$ cat src/logic/t1ovh_pkg.sv
package t1ovh_pkg;

  // Multiframe geometry
  localparam int unsigned MF_FRAMES = 72;
  localparam int unsigned SF_FRAMES = 12;
  localparam int unsigned FS_PER_MF = 36;
  localparam int unsigned ALIGN_BITS = 12;
  localparam int unsigned MSG_BITS = 24;
  localparam logic [6:0] MF_LAST = 7'h47;
  localparam logic [6:0] SF_LAST_POS = 7'h0b;

  // First-sent bit in bit 0: 000111000111
  localparam logic [11:0] ALIGN_PATTERN = 12'he38;

  // Code word, first-sent bit in bit 0: eight ones, 0, six code bits, 0
  localparam logic [3:0] BOC_LAST_BIT = 4'hf;
  localparam logic [7:0] BOC_ONES = 8'hff;

  // Register indices; byte address is four times the index
  localparam logic [8:0] IDX_RX_SLC_1 = 9'h064;
  localparam logic [8:0] IDX_RX_SLC_2 = 9'h065;
  localparam logic [8:0] IDX_RX_SLC_3 = 9'h066;
  localparam logic [8:0] IDX_RX_CTRL_1 = 9'h084;
  localparam logic [8:0] IDX_RX_CTRL_2 = 9'h085;
  localparam logic [8:0] IDX_RX_LS7 = 9'h096;
  localparam logic [8:0] IDX_TX_LINK_CTRL_2 = 9'h113;
  localparam logic [8:0] IDX_TX_FDL_BYTE = 9'h162;
  localparam logic [8:0] IDX_TX_BIT_CODE = 9'h163;
  localparam logic [8:0] IDX_TX_SLC_1 = 9'h164;
  localparam logic [8:0] IDX_TX_SLC_2 = 9'h165;
  localparam logic [8:0] IDX_TX_SLC_3 = 9'h166;
  localparam logic [8:0] IDX_TX_CTRL_1 = 9'h181;
  localparam logic [8:0] IDX_TX_CTRL_2 = 9'h182;
  localparam logic [8:0] IDX_TX_CTRL_3 = 9'h183;
  localparam logic [8:0] IDX_TX_LS1 = 9'h190;
  localparam logic [8:0] IDX_PORT_MODE = 9'h1f0;

  // Field positions
  localparam int unsigned B_SEND_BIT_CODE = 6;
  localparam int unsigned B_FBIT_PASSTHROUGH = 6;
  localparam int unsigned B_TX_SLC_ENABLE = 6;
  localparam int unsigned B_FS_SOURCE_SELECT = 7;
  localparam int unsigned B_TX_FRAME_FORMAT = 2;
  localparam int unsigned B_TX_SLC_FLAG = 4;
  localparam int unsigned B_SYNC_TIME_SELECT = 7;
  localparam int unsigned B_RX_FRAME_FORMAT = 5;
  localparam int unsigned B_FT_FS_CROSS_COUPLE = 3;
  localparam int unsigned B_RX_SLC_SYNC_ENABLE = 4;
  localparam int unsigned B_RX_SLC_FLAG = 3;
  localparam int unsigned B_T1_MODE = 0;
  localparam int unsigned BOC_CODE_W = 6;

  localparam logic [7:0] REG_RESET = 8'h00;

  // Frame index within its D4 superframe
  function automatic logic [3:0] sf_pos(input logic [6:0] idx);
    logic [6:0] r;
    r = idx;
    for (int k = 0; k < 6; k++) begin
      if (r >= 7'(SF_FRAMES)) begin
        r = r - 7'(SF_FRAMES);
      end
    end
    return r[3:0];
  endfunction

endpackage

$ cat src/logic/t1ovh_fpos_if.sv
`timescale 1ns/1ps
interface t1ovh_fpos_if;
  logic strobe;
  logic sf_start;
  logic [6:0] idx;

  modport src (output strobe, output sf_start, input idx);
  modport cnt (input strobe, input sf_start, output idx);
endinterface

$ cat src/logic/t1ovh_fpos.sv
`timescale 1ns/1ps
module t1ovh_fpos (
  // Clock and reset
  input wire logic clk_i,
  input wire logic rst_i,
  // Frame timing
  t1ovh_fpos_if.cnt pos
);

  logic [6:0] idx_q;
  logic [6:0] idx_d;
  wire logic misaligned = t1ovh_pkg::sf_pos(idx_q) != 4'h0;
  wire logic at_end = idx_q == t1ovh_pkg::MF_LAST;

  // A superframe start that disagrees with the count marks this frame as frame 0,
  // so the frame after it is frame 1
  assign idx_d = (pos.sf_start && misaligned) ? 7'h01 :
                 at_end ? 7'h00 : idx_q + 7'h01;
  assign pos.idx = idx_q;

  always_ff @(posedge clk_i) begin
    if (rst_i) begin
      idx_q <= 7'h00;
    end else if (pos.strobe) begin
      idx_q <= idx_d;
    end
  end

endmodule

$ cat src/logic/t1ovh_boc_gen.sv
`timescale 1ns/1ps
module t1ovh_boc_gen (
  // Clock and reset
  input wire logic clk_i,
  input wire logic rst_i,
  // Control
  input wire logic send_i,
  input wire logic [5:0] code_i,
  input wire logic slot_i,
  // Serial bit for the current data link slot
  output logic bit_o
);

  logic [3:0] ptr_q;
  logic send_q;
  wire logic [15:0] word = {1'b0, code_i, 1'b0, t1ovh_pkg::BOC_ONES};
  wire logic start = send_i && !send_q;

  // Ones run is built here, so software only supplies the six code bits
  assign bit_o = send_i ? word[start ? 4'h0 : ptr_q] : 1'b1;

  always_ff @(posedge clk_i) begin
    if (rst_i) begin
      ptr_q <= 4'h0;
      send_q <= 1'b0;
    end else begin
      send_q <= send_i;
      if (start) begin
        ptr_q <= slot_i ? 4'h1 : 4'h0;
      end else if (send_i && slot_i) begin
        ptr_q <= ptr_q + 4'h1;
      end
    end
  end

endmodule

$ cat src/logic/t1ovh_top.sv
// Overview of operation
// - Track a 72-frame multiframe made of six D4 superframes.
// - Even frames carry Ft; the 36 Fs bits hold alignment and message.
// - Alignment pattern goes into the first twelve Fs bits automatically.
// - Remaining 24 Fs bits come from the three transmit link registers.
// - After sending the buffer set transmit latched status bit 4.
// - Without fresh writes the held values go out again next multiframe.
// - Load receive link registers with newest message and set receive flag on the same edge.
// - No receive flag unless the 12-bit alignment pattern is seen.
// - Bit code generator works in T1 operation only.
// - In ESF, setting the send-code bit starts code insertion at once; in D4 it inserts nothing.
// - The generator supplies the ones run itself.
// - Code words repeat while the send-code bit stays set.
`timescale 1ns/1ps
module t1ovh_top (
  // Clock and reset
  input wire logic clk_i,
  input wire logic rst_i,
  // Wishbone slave
  input wire logic cyc_i,
  input wire logic stb_i,
  input wire logic we_i,
  input wire logic [10:0] adr_i,
  input wire logic [3:0] sel_i,
  input wire logic [31:0] dat_i,
  output logic [31:0] dat_o,
  output logic ack_o,
  // Transmit framing
  input wire logic tx_fbit_strobe_i,
  input wire logic tx_sf_start_i,
  input wire logic tx_serial_fbit_i,
  output logic tx_fbit_o,
  // Receive framing
  input wire logic rx_fbit_strobe_i,
  input wire logic rx_sf_start_i,
  input wire logic rx_fbit_i
);

  t1ovh_fpos_if tx_pos ();
  t1ovh_fpos_if rx_pos ();

  // Register storage
  logic [7:0] rx_slc_link_1_q;
  logic [7:0] rx_slc_link_2_q;
  logic [7:0] rx_slc_link_3_q;
  logic [7:0] tx_link_control_two_q;
  logic [7:0] tx_facility_link_byte_q;
  logic [7:0] tx_bit_code_q;
  logic [7:0] tx_slc_link_1_q;
  logic [7:0] tx_slc_link_2_q;
  logic [7:0] tx_slc_link_3_q;
  logic [7:0] tx_control_one_q;
  logic [7:0] tx_control_two_q;
  logic [7:0] tx_control_three_q;
  logic [7:0] rx_control_one_q;
  logic [7:0] rx_control_two_q;
  logic [7:0] port_mode_q;
  logic tx_slc_flag_q;
  logic rx_slc_flag_q;
  logic ack_q;
  logic [31:0] dat_q;
  logic [23:0] tx_msg_q;
  logic [35:0] fs_hist_q;
  logic tx_fbit_q;

  // Bus decode
  wire logic [8:0] idx = adr_i[10:2];
  wire logic req = cyc_i && stb_i && !ack_q;
  wire logic wr = req && we_i && sel_i[0];
  wire logic [7:0] wd = dat_i[7:0];
  logic [7:0] rd;
  assign ack_o = ack_q;
  assign dat_o = dat_q;
  // Latched status words carry one flag each; other bits read as zero
  wire logic [7:0] rx_ls7_rd = 8'(rx_slc_flag_q) << t1ovh_pkg::B_RX_SLC_FLAG;
  wire logic [7:0] tx_ls1_rd = 8'(tx_slc_flag_q) << t1ovh_pkg::B_TX_SLC_FLAG;

  always_comb begin
    if (idx == t1ovh_pkg::IDX_RX_SLC_1) begin
      rd = rx_slc_link_1_q;
    end else if (idx == t1ovh_pkg::IDX_RX_SLC_2) begin
      rd = rx_slc_link_2_q;
    end else if (idx == t1ovh_pkg::IDX_RX_SLC_3) begin
      rd = rx_slc_link_3_q;
    end else if (idx == t1ovh_pkg::IDX_RX_CTRL_1) begin
      rd = rx_control_one_q;
    end else if (idx == t1ovh_pkg::IDX_RX_CTRL_2) begin
      rd = rx_control_two_q;
    end else if (idx == t1ovh_pkg::IDX_RX_LS7) begin
      rd = rx_ls7_rd;
    end else if (idx == t1ovh_pkg::IDX_TX_LINK_CTRL_2) begin
      rd = tx_link_control_two_q;
    end else if (idx == t1ovh_pkg::IDX_TX_FDL_BYTE) begin
      rd = tx_facility_link_byte_q;
    end else if (idx == t1ovh_pkg::IDX_TX_BIT_CODE) begin
      rd = tx_bit_code_q;
    end else if (idx == t1ovh_pkg::IDX_TX_SLC_1) begin
      rd = tx_slc_link_1_q;
    end else if (idx == t1ovh_pkg::IDX_TX_SLC_2) begin
      rd = tx_slc_link_2_q;
    end else if (idx == t1ovh_pkg::IDX_TX_SLC_3) begin
      rd = tx_slc_link_3_q;
    end else if (idx == t1ovh_pkg::IDX_TX_CTRL_1) begin
      rd = tx_control_one_q;
    end else if (idx == t1ovh_pkg::IDX_TX_CTRL_2) begin
      rd = tx_control_two_q;
    end else if (idx == t1ovh_pkg::IDX_TX_CTRL_3) begin
      rd = tx_control_three_q;
    end else if (idx == t1ovh_pkg::IDX_TX_LS1) begin
      rd = tx_ls1_rd;
    end else if (idx == t1ovh_pkg::IDX_PORT_MODE) begin
      rd = port_mode_q;
    end else begin
      rd = 8'h00;
    end
  end

  // Control fields
  wire logic t1_mode = port_mode_q[t1ovh_pkg::B_T1_MODE];
  wire logic tx_d4 = tx_control_three_q[t1ovh_pkg::B_TX_FRAME_FORMAT];
  wire logic passthrough = tx_control_one_q[t1ovh_pkg::B_FBIT_PASSTHROUGH];
  wire logic fs_from_block = !tx_control_two_q[t1ovh_pkg::B_FS_SOURCE_SELECT];
  wire logic tx_slc_on = t1_mode && tx_d4 && fs_from_block &&
                         tx_control_two_q[t1ovh_pkg::B_TX_SLC_ENABLE];
  wire logic send_code = t1_mode && tx_link_control_two_q[t1ovh_pkg::B_SEND_BIT_CODE];
  wire logic rx_slc_on = t1_mode && rx_control_one_q[t1ovh_pkg::B_RX_FRAME_FORMAT] &&
                         rx_control_one_q[t1ovh_pkg::B_FT_FS_CROSS_COUPLE] &&
                         rx_control_two_q[t1ovh_pkg::B_RX_SLC_SYNC_ENABLE];

  // Transmit frame position
  assign tx_pos.strobe = tx_fbit_strobe_i;
  assign tx_pos.sf_start = tx_sf_start_i;

  t1ovh_fpos u_tx_fpos (
    .clk_i(clk_i),
    .rst_i(rst_i),
    .pos(tx_pos.cnt)
  );

  wire logic [6:0] tx_idx = tx_pos.idx;
  wire logic [3:0] tx_sfp = t1ovh_pkg::sf_pos(tx_idx);
  wire logic tx_is_ft = !tx_idx[0];
  wire logic [5:0] tx_slot = tx_idx[6:1];
  wire logic ft_bit = !tx_idx[1];
  wire logic [2:0] sf_fs_slot = tx_sfp[3:1];

  // Fs content of the SLC multiframe
  wire logic slc_fs_bit = (tx_slot < 6'(t1ovh_pkg::ALIGN_BITS)) ?
                          t1ovh_pkg::ALIGN_PATTERN[tx_slot[3:0]] :
                          tx_msg_q[5'(tx_slot - 6'(t1ovh_pkg::ALIGN_BITS))];
  wire logic legacy_fs_bit = tx_facility_link_byte_q[sf_fs_slot];
  wire logic mf_start = tx_fbit_strobe_i && tx_idx == 7'h00;
  wire logic mf_done = tx_fbit_strobe_i && tx_idx == t1ovh_pkg::MF_LAST;
  wire logic [23:0] tx_msg_d = {tx_slc_link_3_q, tx_slc_link_2_q, tx_slc_link_1_q};

  // In ESF the data link occupies every other frame
  wire logic fdl_slot = tx_fbit_strobe_i && !tx_d4 && tx_is_ft;
  logic boc_bit;

  t1ovh_boc_gen u_boc (
    .clk_i(clk_i),
    .rst_i(rst_i),
    .send_i(send_code),
    .code_i(tx_bit_code_q[t1ovh_pkg::BOC_CODE_W-1:0]),
    .slot_i(fdl_slot),
    .bit_o(boc_bit)
  );

  // Source priority: ESF link, Ft, SLC formatter, legacy byte, then serial input
  logic gen_bit;
  logic gen_valid;
  always_comb begin
    gen_bit = tx_serial_fbit_i;
    gen_valid = 1'b0;
    if (!tx_d4) begin
      gen_valid = send_code && tx_is_ft;
      gen_bit = boc_bit;
    end else if (t1_mode && tx_is_ft) begin
      gen_valid = 1'b1;
      gen_bit = ft_bit;
    end else if (tx_slc_on) begin
      gen_valid = 1'b1;
      gen_bit = slc_fs_bit;
    end else if (t1_mode && fs_from_block) begin
      gen_valid = 1'b1;
      gen_bit = legacy_fs_bit;
    end
  end

  // Passthrough keeps the serial F-bit, so nothing generated reaches the line
  wire logic fbit_d = (gen_valid && !passthrough) ? gen_bit : tx_serial_fbit_i;
  assign tx_fbit_o = tx_fbit_q;

  // Receive frame position
  assign rx_pos.strobe = rx_fbit_strobe_i;
  assign rx_pos.sf_start = rx_sf_start_i;

  t1ovh_fpos u_rx_fpos (
    .clk_i(clk_i),
    .rst_i(rst_i),
    .pos(rx_pos.cnt)
  );

  wire logic [6:0] rx_idx = rx_pos.idx;
  wire logic [3:0] rx_sfp = t1ovh_pkg::sf_pos(rx_idx);
  wire logic rx_fs_take = rx_slc_on && rx_fbit_strobe_i && rx_idx[0];
  wire logic [35:0] hist_d = {rx_fbit_i, fs_hist_q[35:1]};
  wire logic rx_sf_end = rx_sfp == t1ovh_pkg::SF_LAST_POS[3:0];
  // Message bytes follow the alignment bits, first received in bit 0
  wire logic [7:0] rx_msg_1 = hist_d[t1ovh_pkg::ALIGN_BITS +: 8];
  wire logic [7:0] rx_msg_2 = hist_d[t1ovh_pkg::ALIGN_BITS + 8 +: 8];
  wire logic [7:0] rx_msg_3 = hist_d[t1ovh_pkg::ALIGN_BITS + 16 +: 8];
  // Only the oldest twelve bits are compared, so message data may false-match
  wire logic rx_aligned = hist_d[t1ovh_pkg::ALIGN_BITS-1:0] == t1ovh_pkg::ALIGN_PATTERN;
  wire logic rx_mf_hit = rx_fs_take && rx_sf_end && rx_aligned;

  // Flag clears: write one to the flag bit; a new event wins over the clear
  wire logic clr_tx = wr && idx == t1ovh_pkg::IDX_TX_LS1 && wd[t1ovh_pkg::B_TX_SLC_FLAG];
  wire logic clr_rx = wr && idx == t1ovh_pkg::IDX_RX_LS7 && wd[t1ovh_pkg::B_RX_SLC_FLAG];
  wire logic set_tx = tx_slc_on && mf_done;

  // The ack masks the request, so a strobe held through it is not taken twice
  always_ff @(posedge clk_i) begin
    if (rst_i) begin
      ack_q <= 1'b0;
      dat_q <= 32'h0000_0000;
    end else begin
      ack_q <= req;
      dat_q <= req ? {24'h00_0000, rd} : 32'h0000_0000;
    end
  end

  always_ff @(posedge clk_i) begin
    if (rst_i) begin
      tx_link_control_two_q <= t1ovh_pkg::REG_RESET;
      tx_facility_link_byte_q <= t1ovh_pkg::REG_RESET;
      tx_bit_code_q <= t1ovh_pkg::REG_RESET;
      tx_slc_link_1_q <= t1ovh_pkg::REG_RESET;
      tx_slc_link_2_q <= t1ovh_pkg::REG_RESET;
      tx_slc_link_3_q <= t1ovh_pkg::REG_RESET;
      tx_control_one_q <= t1ovh_pkg::REG_RESET;
      tx_control_two_q <= t1ovh_pkg::REG_RESET;
      tx_control_three_q <= t1ovh_pkg::REG_RESET;
      rx_control_one_q <= t1ovh_pkg::REG_RESET;
      rx_control_two_q <= t1ovh_pkg::REG_RESET;
      port_mode_q <= t1ovh_pkg::REG_RESET;
    end else if (wr) begin
      // Read-only and unmapped indices match nothing here, so those writes drop
      if (idx == t1ovh_pkg::IDX_TX_LINK_CTRL_2) begin
        tx_link_control_two_q <= wd;
      end
      if (idx == t1ovh_pkg::IDX_TX_FDL_BYTE) begin
        tx_facility_link_byte_q <= wd;
      end
      if (idx == t1ovh_pkg::IDX_TX_BIT_CODE) begin
        tx_bit_code_q <= wd;
      end
      if (idx == t1ovh_pkg::IDX_TX_SLC_1) begin
        tx_slc_link_1_q <= wd;
      end
      if (idx == t1ovh_pkg::IDX_TX_SLC_2) begin
        tx_slc_link_2_q <= wd;
      end
      if (idx == t1ovh_pkg::IDX_TX_SLC_3) begin
        tx_slc_link_3_q <= wd;
      end
      if (idx == t1ovh_pkg::IDX_TX_CTRL_1) begin
        tx_control_one_q <= wd;
      end
      if (idx == t1ovh_pkg::IDX_TX_CTRL_2) begin
        tx_control_two_q <= wd;
      end
      if (idx == t1ovh_pkg::IDX_TX_CTRL_3) begin
        tx_control_three_q <= wd;
      end
      if (idx == t1ovh_pkg::IDX_RX_CTRL_1) begin
        rx_control_one_q <= wd;
      end
      if (idx == t1ovh_pkg::IDX_RX_CTRL_2) begin
        rx_control_two_q <= wd;
      end
      if (idx == t1ovh_pkg::IDX_PORT_MODE) begin
        port_mode_q <= wd;
      end
    end
  end

  // Transmit line side
  always_ff @(posedge clk_i) begin
    if (rst_i) begin
      tx_msg_q <= 24'h00_0000;
      tx_slc_flag_q <= 1'b0;
      tx_fbit_q <= 1'b0;
    end else begin
      // Updated only at a strobe, so the line bit stands for the whole frame
      if (tx_fbit_strobe_i) begin
        tx_fbit_q <= fbit_d;
      end
      // Registers are sampled once per multiframe; unchanged ones repeat
      if (mf_start) begin
        tx_msg_q <= tx_msg_d;
      end
      if (set_tx) begin
        tx_slc_flag_q <= 1'b1;
      end else if (clr_tx) begin
        tx_slc_flag_q <= 1'b0;
      end
    end
  end

  // Receive line side
  always_ff @(posedge clk_i) begin
    if (rst_i) begin
      fs_hist_q <= 36'h0_0000_0000;
      rx_slc_link_1_q <= t1ovh_pkg::REG_RESET;
      rx_slc_link_2_q <= t1ovh_pkg::REG_RESET;
      rx_slc_link_3_q <= t1ovh_pkg::REG_RESET;
      rx_slc_flag_q <= 1'b0;
    end else begin
      if (rx_fs_take) begin
        fs_hist_q <= hist_d;
      end
      if (rx_mf_hit) begin
        rx_slc_link_1_q <= rx_msg_1;
        rx_slc_link_2_q <= rx_msg_2;
        rx_slc_link_3_q <= rx_msg_3;
        rx_slc_flag_q <= 1'b1;
      end else if (clr_rx) begin
        rx_slc_flag_q <= 1'b0;
      end
    end
  end

endmodule

$ cat config.mk
export PLATFORM = sky130hd
export DESIGN_NAME = t1ovh_top
export DESIGN_NICKNAME = d
export VERILOG_FILES = /design/src/logic/t1ovh_pkg.sv /design/src/logic/t1ovh_fpos_if.sv /design/src/logic/t1ovh_fpos.sv /design/src/logic/t1ovh_boc_gen.sv /design/src/logic/t1ovh_top.sv
export SDC_FILE = /design/constraint.sdc
export NUM_CORES = 1
export LEC_CHECK = 0
export ABC_AREA = 0
export BUFFER_PORTS_ARGS = -buffer_cell sky130_fd_sc_hd__clkbuf_2
export CAP_MARGIN = 15
export CORE_ASPECT_RATIO = 1.4
export CORE_MARGIN = 8
export CORE_UTILIZATION = 50
export DETAILED_ROUTE_END_ITERATION = 12
export HOLD_SLACK_MARGIN = 0.08
export PLACE_DENSITY = 0.68
export SYNTH_ARGS = -nofsm -noshare
export SYNTH_HDL_FRONTEND = slang
export SYNTH_SLANG_ARGS = --single-unit
$ cat constraint.sdc
create_clock -name clk_i -period 10.9 [get_ports clk_i]
set_clock_uncertainty 0.2 [all_clocks]
set_input_delay 2.18 -clock clk_i [delete_from_list [all_inputs] [get_ports clk_i]]
set_output_delay 2.18 -clock clk_i [all_outputs]
set_load 0.1 [all_outputs]
# [Yosys cells after proc, flatten, opt, wreduce, memory -nomap -nowiden]
# Memory sizes are Yosys's and may differ from the RTL's. A register that Yosys moved wholly into a read port is not among the register bits.
# Index checks and enable logic that the tools add are counted.
[classes] bitwise=1 n_addsub=16 reduce_logical=58 eq_ne=21 n_mux=61 magnitude_cmp=17
[op_table] op="8-bit 2-to-1 mux" n=17
[op_table] op="9-bit equality test (second input constant)" n=11
[op_table] op="7-bit 2-to-1 mux" n=14
[op_table] op="7-bit by 4-bit >= comparator with 1-bit output (second input constant)" n=12
[op_table] op="7-bit by 4-bit subtractor with 7-bit output (second input constant)" n=10
[op_table] op="1-bit logical AND" n=32
[op_table] op="4-bit 2-to-1 mux" n=7
[op_table] op="9-bit by 7-bit equality test with 1-bit output (second input constant)" n=3
[op_table] op="9-bit by 8-bit equality test with 1-bit output (second input constant)" n=3
[op_table] op="2-bit AND reduction" n=12
[op_table] op="1-bit 2-to-1 mux" n=20
[op_table] op="7-bit by 1-bit adder with 7-bit output (second input constant)" n=2
[op_table] op="7-bit equality test (second input constant)" n=2
[op_table] op="12-bit equality test (second input constant)" n=1
[op_table] op="4-bit by 5-bit < comparator with 1-bit output (second input constant)" n=2
[op_table] op="4-bit nonzero test" n=2
[op_table] op="4-bit subtractor (second input constant)" n=2
[op_table] op="1-bit zero test" n=7
[op_table] op="7-bit zero test" n=1
[op_table] op="5-bit by 6-bit < comparator with 1-bit output (second input constant)" n=1
[op_table] op="6-bit by 4-bit < comparator with 1-bit output (second input constant)" n=1
[op_table] op="2-bit nonzero test" n=3
[op_table] op="1-bit binary-select mux with 5-bit select" n=1
[op_table] op="5-bit by 4-bit subtractor with 5-bit output (second input constant)" n=1
[op_table] op="7 further kinds" n=7
[word_totals] memories=1 inputBits=58 mem_bits_ro=16 elab_cells=202 register_bits=235
[mem_list] name="(no name shown)" depth=16 width=1 read_ports=1 rd_ports_with_merged_regs=1 wr=0 line="t1ovh_top.sv:149" source="t1ovh_pkg::ALIGN_PATTERN[tx_slot[3:0]] :"

# [Longest topological paths before layout]
# Gate-level depths: netlist of the first run.
[depth] ltp_word=19 depth_mapped=39

# [By module]
# A second synthesis of the first run with hierarchy kept.
[hier_totals] cells_unflattened=1833 hier_area_um2=14149.8
[by_module_without_submodules] module="t1ovh_top" n_inst=1 cells_per_inst=1357 seq_area_each_um2=3823.7 area_per_inst_um2=10545.1
[by_module_without_submodules] module="t1ovh_fpos" n_inst=2 cells_per_inst=219 seq_area_each_um2=140.1 area_per_inst_um2=1646.6
[by_module_without_submodules] module="t1ovh_boc_gen" n_inst=1 cells_per_inst=38 seq_area_each_um2=100.1 area_per_inst_um2=311.5

# [Worst setup path before layout of the first run]
# OpenSTA, ideal clock, no wires.
[synth_path] path_kind="register to register" from="reg u_rx_fpos.idx_q[3], in the netlist u_rx_fpos.pos.idx[3]" to="reg rx_slc_link_2_q[0]" t_arrival_ns=7.579 path_slack_ns=2.994 path_stages_with_launch=40 required_time_ns=10.572 path_cell_list="dfxtp_1 -> ha_1 -> or3b_1 -> and3_1 -> or2_2 -> inv_1 -> ha_1 -> or3b_2 -> o211a_1 -> a21oi_1 -> a31oi_1 -> xnor2_1 -> inv_1 -> ha_1 -> nand2_1 -> o211ai_1 -> or3_1 -> and2_1 -> [4 not listed] -> nor2_1 -> mux2_2 -> ha_1 -> nand2_1 -> a21boi_0 -> o211ai_1 -> mux2_2 -> ha_1 -> a32oi_1 -> and3_1 -> o211ai_1 -> nor2_1 -> a21oi_1 -> nor4b_1 -> buf_4 -> buf_6 -> mux2i_1 -> nor2_1"
[synth_between] elab_chain_cells=15
[synth_rtl] element="start: declaration" line="t1ovh_fpos.sv:10" source="logic [6:0] idx_q;"
[synth_rtl] element="start signal: assignment" line="t1ovh_fpos.sv:25" source="idx_q <= idx_d;"
[synth_rtl] element="7-bit by 4-bit subtractor with 7-bit output / 7-bit by 4-bit >= comparator with 1-bit output (equally long branches)" line="t1ovh_pkg.sv:61, t1ovh_pkg.sv:60"
[synth_rtl] element="7-bit 2-to-1 mux (*)" line="t1ovh_pkg.sv:60" source="if (r >= 7'(SF_FRAMES)) begin"
[synth_rtl] element="7-bit by 4-bit subtractor with 7-bit output / 7-bit by 4-bit >= comparator with 1-bit output (equally long branches)" line="t1ovh_pkg.sv:61, t1ovh_pkg.sv:60"
[synth_rtl] element="7-bit 2-to-1 mux (*)" line="t1ovh_pkg.sv:60"
[synth_rtl] element="7-bit by 4-bit subtractor with 7-bit output / 7-bit by 4-bit >= comparator with 1-bit output (equally long branches)" line="t1ovh_pkg.sv:61, t1ovh_pkg.sv:60"
[synth_rtl] element="7-bit 2-to-1 mux (*)" line="t1ovh_pkg.sv:60"
[synth_rtl] element="7-bit by 4-bit subtractor with 7-bit output / 7-bit by 4-bit >= comparator with 1-bit output (equally long branches)" line="t1ovh_pkg.sv:61, t1ovh_pkg.sv:60"
[synth_rtl] element="7-bit 2-to-1 mux (*)" line="t1ovh_pkg.sv:60"
[synth_rtl] element="7-bit by 4-bit subtractor with 7-bit output / 7-bit by 4-bit >= comparator with 1-bit output (equally long branches)" line="t1ovh_pkg.sv:61, t1ovh_pkg.sv:60"
[synth_rtl] element="7-bit 2-to-1 mux (*)" line="t1ovh_pkg.sv:60"
[synth_rtl] element="7-bit by 4-bit >= comparator with 1-bit output / 4-bit subtractor (equally long branches)" line="t1ovh_pkg.sv:60, t1ovh_pkg.sv:61"
[synth_rtl] element="4-bit 2-to-1 mux (*)" line="t1ovh_pkg.sv:60"
[synth_rtl] element="4-bit equality test (*)" line="t1ovh_top.sv:208" source="wire logic rx_sf_end = rx_sfp == t1ovh_pkg::SF_LAST_POS[3:0];"
[synth_rtl] element="1-bit logical AND (*) (2 in a row)" line="t1ovh_top.sv:215" source="wire logic rx_mf_hit = rx_fs_take && rx_sf_end && rx_aligned;"
[synth_rtl] element="end signal: assignment" line="t1ovh_top.sv:316" source="rx_slc_link_2_q <= t1ovh_pkg::REG_RESET;"
[synth_rtl] element="end signal: assignment" line="t1ovh_top.sv:325" source="rx_slc_link_2_q <= rx_msg_2;"
[synth_rtl] element="end: declaration" line="t1ovh_top.sv:44" source="logic [7:0] rx_slc_link_2_q;"
# Mark *: on every way between the ends. The rest lies on a longest branch, timed or not.
# A chain may end at the register's enable or synchronous reset.

==> results of run 1 <==
==> logic make-up (layout without fill, tap and decap cells) <==
kind of cell	count (synthesis)	after routing	synth area share, %
xor+xnor	9	9	0.674
fa+ha+maj	21	21	2.25
flops	211	211	36.1
mux	84	84	8.18
other cells	1	24	0.0321
compound gates	409	409	23.1
buf+inv	155	119	6.15
simple gates	619	619	23.5
==> layout by cell type (no fill, tap or decap), types with 9 or more instances in the layout <==
cell type	instances
mux2_2	12
o211ai_1	17
nor2_1	118
nor3_1	30
a31oi_1	9
nand2_1	316
inv_1	36
clkbuf_2	37
clkbuf_16	21
buf_4	10
mux2i_1	64
ha_1	21
conb_1	24
a221oi_1	20
o21ai_0	41
a21o_1	13
nand3_1	58
or3_1	17
and3_1	11
nand4_1	9
a21oi_1	199
dfxtp_1	211
==> worst max-delay path, delay by kind of cell (launching register included) <==
family / cells / cell delay [ns]
and+or+nand+nor: 9 / 1.96
adders and majority gates: 5 / 1.70
muxes: 2 / 0.72
xor gates and xnor gates: 1 / 0.18
DFF: 1 / 0.81
buffers and inverters: 2 / 0.26
AOI/OAI and AO/OA: 12 / 3.09
==> path summary, 6_finish.rpt <==
kind / endpoint / slack [ns] / depth (start not counted)
setup reg to reg: register / 1.88 / 31
hold / removal: tx_control_two_q[4] / 0.25 / 2
setup / recovery: register / 1.88 / 31
hold reg to reg: tx_control_two_q[4] / 0.25 / 2
==> cell type report <==
type	count	area, um^2	area share [%]
Timing Repair Buffer	48	272	2.15
Sequential cell	211	4220	33.4
Clock inverter	6	155	1.23
Clock buffer	29	616	4.87
Multi-Input combinational cell	1166	6840	54.2
Tap cell	306	383	3.03
Inverter	36	135	1.07
==> synth_stat cells (7+ instances only) <==
| cell | count |
|---|---|
| nand2_1 | 316 |
| dfxtp_1 | 211 |
| a21oi_1 | 199 |
| nor2_1 | 118 |
| clkbuf_1 | 79 |
| mux2i_1 | 64 |
| nand3_1 | 58 |
| o21ai_0 | 41 |
| inv_1 | 36 |
| nor3_1 | 31 |
| buf_4 | 25 |
| ha_1 | 21 |
| a221oi_1 | 20 |
| o211ai_1 | 17 |
| or3_1 | 17 |
| a21o_1 | 13 |
| mux2_2 | 12 |
| and3_1 | 11 |
| a31oi_1 | 9 |
| nand4_1 | 9 |
| a22oi_1 | 8 |
| and2_1 | 8 |
| mux4_2 | 8 |
| o21a_1 | 8 |
| a211oi_1 | 7 |
| nand2b_1 | 7 |
| or2_2 | 7 |
| xnor2_1 | 7 |
==> layer usage <==
| metal | part of all wire (%) | global-route usage, % |
|---|---|---|
| met5 | 0 | 0 |
| met4 | 2.3 | 6.03 |
| met3 | 4.3 | 2.23 |
| met2 | 50 | 36.7 |
| met1 | 43 | 25.3 |
==> report_power, final <==
group          leakage, nW  total [mW]  switching [mW]  internal (mW)
logic                 2.48       0.242           0.166         0.0758
clock network        0.379       0.802           0.292          0.510
registers             1.70       0.782         0.00800          0.774
total                 4.56        1.83           0.466           1.36
==> impl_metrics.json, run 1 <==
{
  "cts_hold_buf": 0,
  "synthTopCellsByArea": "dfxtp_1, nand2_1, a21oi_1, mux2i_1, nor2_1",
  "dp_cells": 1767,
  "worst-setup-path-type": "register to register",
  "syn_area_um2": 11700,
  "reg2reg_from": "u_tx_fpos.pos.idx[2]",
  "tightest_slew_ns": 1.01,
  "top_register": "fs_hist_q",
  "largest_reg_flops": 35,
  "slowest_stage": "dfxtp_1",
  "yosys_register_bits": 211,
  "chipWidth_um": 145,
  "post-route-drc-count": 0,
  "dp_hpwl_mm": 21.2,
  "antenna_left": 0,
  "worstSetupEndpointType": "register",
  "worstHoldStart": "tx_control_two_q[4]",
  "vias": 10540,
  "p_per_area_nw_per_um2": 145,
  "worst_slack_ns": 1.88,
  "yosys.area.top_type_share_pct": 36.1,
  "grt_max_degree": 114,
  "final_cells": 1802,
  "syn_inst": 1509,
  "setup_viol": 0,
  "cap_violations": 0,
  "post-route-util_pct": 54.6,
  "gp_congestion": 0.858,
  "grt.total_usage_pct": 20.4,
  "fin_area_um2": 12600,
  "ctsLongestPathBuffers": 3,
  "power.total_mw": 1.83,
  "cts_buffers": 20,
  "synth_cell_types": 90,
  "hold_viol": 0,
  "antenna_found_initial": 0,
  "initial_utilization_pct": 50.6,
  "insertedDiodeCount": 0,
  "fp.dieArea_um2": 28600,
  "avgSynthCellArea_um2": 7.75,
  "placed_area_um2": 11900,
  "clkTransAtPathRegs_ns": 0.07,
  "period_minus_slack_ns": 9.02,
  "critical_path.max_stage_delay_ns": 0.81,
  "port_buffers": 38,
  "fin_hold_ws_ns": 0.248,
  "fillers": 2245,
  "fin_nets": 1562,
  "coreArea_um2": 23100,
  "clock.fmax_mhz": 111,
  "overflow": 0,
  "place_ws_ns": 1.97,
  "start_kind": "register",
  "routedWlPerCell_um": 16.9,
  "grt_pass1_vias": 9766,
  "cts_tree": "done",
  "async_flop_share_pct": 0,
  "cp_common_cell": "ha_1",
  "period_share_pct": 82.8,
  "insertion_delay_ns": 0.49,
  "pin_count": 92,
  "ir_worst_vdd_v": 0.000144,
  "cp-startpoint": "u_tx_fpos.pos.idx[2]",
  "post_cts_buffers": 0,
  "biggestRegsByFlops": "fs_hist_q x35, tx_msg_q x24",
  "rows": 66,
  "chipHeight_um": 197,
  "grt_setup_unrepaired": "false",
  "grt_pass1_wl_mm": 49.7,
  "slew-limit-headroom_pct": 32.0,
  "dr.pass1.iters": 5,
  "worstPathArrival_ns": 9.21,
  "maxSlewViolCount": 0,
  "tns_ns": 0,
  "hold_class": "register to register",
  "cts_sinks": 211,
  "drt_iter0_markers": 706,
  "synth_top_area_cell": "dfxtp_1",
  "seq_area_frac_synth_pct": 36.1,
  "synth_enable_flop_cells": 0,
  "routed_wl_mm": 30.4,
  "status": "finished, final reports clean",
  "cp_max_fo": 19,
  "htreeDepth": 1,
  "syn_to_final_growth_pct": 8.03,
  "p_leak_nw": 4.56,
  "synth_top_flop_cell": "dfxtp_1",
  "critPathRequiredTime_ns": 11.09,
  "synth_warnings": 0,
  "drive_above_1_share_pct": 9.36,
  "cts.repair.resized": 0,
  "root_buffer": "clkbuf_16",
  "vias_per_cell": 5.85
}
(Power assumes the default switching activity.)
==> run 2: changes to the inputs <==
Clock period 10.9 ns to 9.1 ns, I/O delays scaled along.
==> impl_metrics.json, run 2 (synthesis gave the netlist of run 1 again) <==
{
  "status": "finished, final reports clean",
  "critical_path.max_stage_delay_ns": 0.47,
  "p_per_area_nw_per_um2": 165,
  "maxSlewViolCount": 0,
  "grt_setup_unrepaired": "false",
  "hold_path_end": "tx_control_two_q[0]",
  "top_register": "fs_hist_q",
  "rows": 66,
  "routedWlPerCell_um": 16.9,
  "pin_count": 92,
  "cts_sinks": 211,
  "ctsLongestPathBuffers": 3,
  "largest_reg_flops": 35,
  "chipWidth_um": 145,
  "biggestRegsByFlops": "fs_hist_q x35, tx_msg_q x24",
  "reg2reg_slack_ns": 0.67,
  "p_leak_nw": 4.56,
  "antenna_left": 0,
  "tns_ns": 0,
  "setup_viol": 0,
  "overflow": 0,
  "grt_pass1_wl_mm": 49.7,
  "worstSetupEndpointType": "register",
  "period_minus_slack_ns": 8.43,
  "cp_max_fo": 25,
  "coreArea_um2": 23100,
  "cap_violations": 0,
  "hold_viol": 0,
  "start_kind": "register",
  "insertion_delay_ns": 0.49,
  "post-route-drc-count": 0,
  "worstHoldStart": "tx_control_two_q[0]",
  "cp_common_cell": "ha_1",
  "antenna_found_initial": 0,
  "port_buffers": 38,
  "cts_hold_buf": 0,
  "worst_slack_ns": 0.669,
  "final_cells": 1808,
  "insertedDiodeCount": 0,
  "mostFrequentLayoutCells": "nand2_1, dfxtp_1, a21oi_1",
  "dp_cells": 1772,
  "critPathRequiredTime_ns": 9.26,
  "syn_to_final_growth_pct": 7.97,
  "fp.dieArea_um2": 28600,
  "fillers": 2215,
  "worstPathArrival_ns": 8.60,
  "grt_max_degree": 74,
  "tightest_slew_ns": 0.906,
  "cts_tree": "done",
  "r2r_end": "rx_slc_link_1_q[6]",
  "r2r_cells": 37,
  "cts_buffers": 20,
  "layout_commonest_cell": "nand2_1",
  "grt_pass1_vias": 9835,
  "worst-setup-path-type": "register to register",
  "place_ws_ns": 0.418,
  "htreeDepth": 1,
  "period_share_pct": 92.6,
  "drt_iter0_markers": 784,
  "fin_nets": 1567,
  "grt.total_usage_pct": 20.4,
  "dp_hpwl_mm": 21.2,
  "slew-limit-headroom_pct": 39.1,
  "dr.pass1.iters": 5,
  "hold_class": "register to register",
  "regArea_um2": 4230,
  "root_buffer": "clkbuf_16",
  "vias": 10586,
  "drive_above_1_share_pct": 10.3,
  "gp_congestion": 0.884,
  "vias_per_cell": 5.86,
  "ir_worst_vdd_v": 0.000163,
  "routed_wl_mm": 30.5,
  "initial_utilization_pct": 50.6,
  "slowest_stage": "or3b_2",
  "multi_input_area_um2": 6860,
  "chipHeight_um": 197,
  "clock.fmax_mhz": 119,
  "clkTransAtPathRegs_ns": 0.06,
  "hold_depth": 2,
  "reg2reg_from": "u_rx_fpos.pos.idx[3]"
}
run 2: how the worst max path moves through the flow:
stage / end / slack, ns / start
floorplan: rx_slc_link_2_q[0] / 1.19 / u_rx_fpos.pos.idx[3]
global placement: rx_slc_link_2_q[3] / 0.58 / u_rx_fpos.pos.idx[3]
detailed placement: rx_slc_link_1_q[2] / 0.42 / u_rx_fpos.pos.idx[3]
CTS: rx_slc_link_3_q[7] / 0.39 / u_rx_fpos.pos.idx[3]
global route: rx_slc_link_1_q[1] / 0.02 / u_rx_fpos.pos.idx[3]
finish: rx_slc_link_1_q[6] / 0.67 / u_rx_fpos.pos.idx[3]
run 2: per-stage QoR:
stage               utilization (%)  hold slack, ns  total power, mW  instance area (um^2)
finish                         54.6           0.249             2.08                 12600
global route                   54.6           0.267             2.16                 12600
CTS                            54.5           0.253             2.10                 12600
detailed placement             51.5           0.244             1.25                 11900
global placement               51.5           0.237             1.24                 11900
floorplan                         -           0.229             1.20                 11800
run 2: final cells by class:
type / instances / share of cell area, %
Multi-Input combinational cell: 1166 / 54.4
Sequential cell: 211 / 33.5
Clock buffer: 28 / 4.85
Tap cell: 306 / 3.03
Timing Repair Buffer: 53 / 2.65
Inverter: 36 / 1.07
Clock inverter: 8 / 0.565
run 2: per-layer routing:
layer / wire length [um] / track usage, % / share of wire (%)
met4: 1020 / 8.12 / 3.3
met2: 15000 / 36.2 / 49
met5: 0 / 0 / 0
met1: 13200 / 24.6 / 43
met3: 1370 / 2.80 / 4.5
run 2: critical path, delay by kind of cell, from the launching register on:
kind,cells,cell delay (ns)
fa+ha+maj,6,1.50
buf+inv,3,0.54
mux,3,0.91
flops,1,0.40
compound gates,9,1.23
xor+xnor,1,0.23
simple gates,15,3.26
run 2: what timing repair did:
action	in CTS	in global routing
gates resized for setup	0	9
setup buffers	0	0
endpoints found under the setup margin	0	33
run 2: power breakdown:
| group | internal, mW | switching, mW | total [mW] |
|---|---|---|---|
| Clock | 0.499 | 0.355 | 0.854 |
| Sequential | 0.927 | 0.00926 | 0.936 |
| Combinational | 0.0917 | 0.200 | 0.292 |
| Total | 1.52 | 0.565 | 2.08 |
==> run 3: changes to the inputs <==
Settings changed: RECOVER_POWER set to 25.
==> impl_metrics.json, run 3 (synthesis gave the netlist of run 1 again) <==
{
  "status": "finished, final reports clean",
  "fin_hold_ws_ns": 0.249,
  "cp_common_cell": "ha_1",
  "power.total_mw": 2.08,
  "slew-limit-headroom_pct": 39.1,
  "overflow": 0,
  "insertion_delay_ns": 0.49,
  "period_share_pct": 92.6,
  "rows": 66,
  "post-route-drc-count": 0,
  "pin_count": 92,
  "cp_max_fo": 25,
  "critical_path.max_stage_delay_ns": 0.47,
  "tns_ns": 0,
  "ir_worst_vdd_v": 0.000163,
  "drt_iter0_markers": 784,
  "grt_pass1_vias": 9835,
  "fp.dieArea_um2": 28600,
  "syn_to_final_growth_pct": 7.95,
  "grt_max_degree": 74,
  "grt.total_usage_pct": 20.4,
  "layout_commonest_cell": "nand2_1",
  "final_cells": 1808,
  "htreeDepth": 1,
  "maxSlewViolCount": 0,
  "chipHeight_um": 197,
  "insertedDiodeCount": 0,
  "post_cts_buffers": 0,
  "antenna_found_initial": 0,
  "cts_sinks": 211,
  "dr.pass1.iters": 5,
  "dp_cells": 1772,
  "tightest_slew_ns": 0.906,
  "cts_buffers": 20,
  "worstSetupEndpointType": "register",
  "worstPathArrival_ns": 8.60,
  "antenna_left": 0,
  "top_register": "fs_hist_q",
  "routedWlPerCell_um": 16.9,
  "gp_congestion": 0.884,
  "dp_hpwl_mm": 21.2,
  "vias": 10581,
  "grt_setup_unrepaired": "false",
  "hold_viol": 0,
  "cts.repair.resized": 0,
  "start_kind": "register",
  "cts_hold_buf": 0,
  "routed_wl_mm": 30.5,
  "biggestRegsByFlops": "fs_hist_q x35, tx_msg_q x24",
  "cap_violations": 0,
  "largest_reg_flops": 35,
  "root_buffer": "clkbuf_16",
  "initial_utilization_pct": 50.6,
  "coreArea_um2": 23100,
  "clkTransAtPathRegs_ns": 0.06,
  "drive_above_1_share_pct": 10.1,
  "chipWidth_um": 145,
  "worst-setup-path-type": "register to register",
  "clock.fmax_mhz": 119,
  "mostFrequentLayoutCells": "nand2_1, dfxtp_1, a21oi_1",
  "port_buffers": 38,
  "slowest_stage": "or3b_2",
  "vias_per_cell": 5.85,
  "grt_pass1_wl_mm": 49.7,
  "hold_class": "register to register",
  "critPathRequiredTime_ns": 9.26,
  "fin_nets": 1567,
  "p_per_area_nw_per_um2": 165,
  "ctsLongestPathBuffers": 3,
  "period_minus_slack_ns": 8.43,
  "setup_viol": 0,
  "p_leak_nw": 4.56,
  "cts_tree": "done"
}
==> run 3: report_power, final <==
group          switching, mW  internal, mW  total, mW
sequential           0.00928         0.927      0.936
combinational          0.200        0.0916      0.292
clock                  0.355         0.499      0.855
total                  0.565          1.52       2.08
==> run 3: path summary, 6_finish.rpt <==
kind / to / cells past startpoint / slack (ns) / from
min: tx_control_two_q[0] / 2 / 0.25 / tx_control_two_q[0]
max: rx_slc_link_1_q[6] / 37 / 0.67 / u_rx_fpos.pos.idx[3]
max reg2reg: rx_slc_link_1_q[6] / 37 / 0.67 / u_rx_fpos.pos.idx[3]
min reg2reg: tx_control_two_q[0] / 2 / 0.25 / tx_control_two_q[0]
==> run 3: critical path: cells and delay by family (launching register included) <==
family | cells | cell delay [ns]
mux | 3 | 0.91
buf+inv | 3 | 0.54
flops | 1 | 0.40
simple gates | 15 | 3.26
compound gates | 9 | 1.23
fa+ha+maj | 6 | 1.50
xor+xnor | 1 | 0.23
==> run 3: per-stage QoR <==
stage,cell area [um^2],utilization (%),worst slack (ns)
floorplan,11800,-,1.19
global placement,11900,51.5,0.585
detailed placement,11900,51.5,0.418
CTS,12600,54.5,0.390
global route,12600,54.6,0.0212
finish,12600,54.6,0.670
==> run 3: final cells by class <==
class                   instances  area (um^2)
well taps                     306          383
inverters                      36          135
repair buffers                 53          332
clock buffers                  28          612
fillers                      2216        10500
clock inverters                 8         71.3
flip-flops and latches        211         4230
multi-input cells            1166         6860
==> run 3: routing by layer <==
| metal | vias up | wire, um | GRT usage, % | part of all wire (%) |
|---|---|---|---|---|
| met5 | - | 0 | 0 | 0 |
| met4 | 0 | 1020 | 8.12 | 3.3 |
| met3 | 62 | 1380 | 2.80 | 4.5 |
| met2 | 268 | 15000 | 36.2 | 49 |
| met1 | 4971 | 13100 | 24.6 | 43 |
| li1 | 5280 | - | - | - |
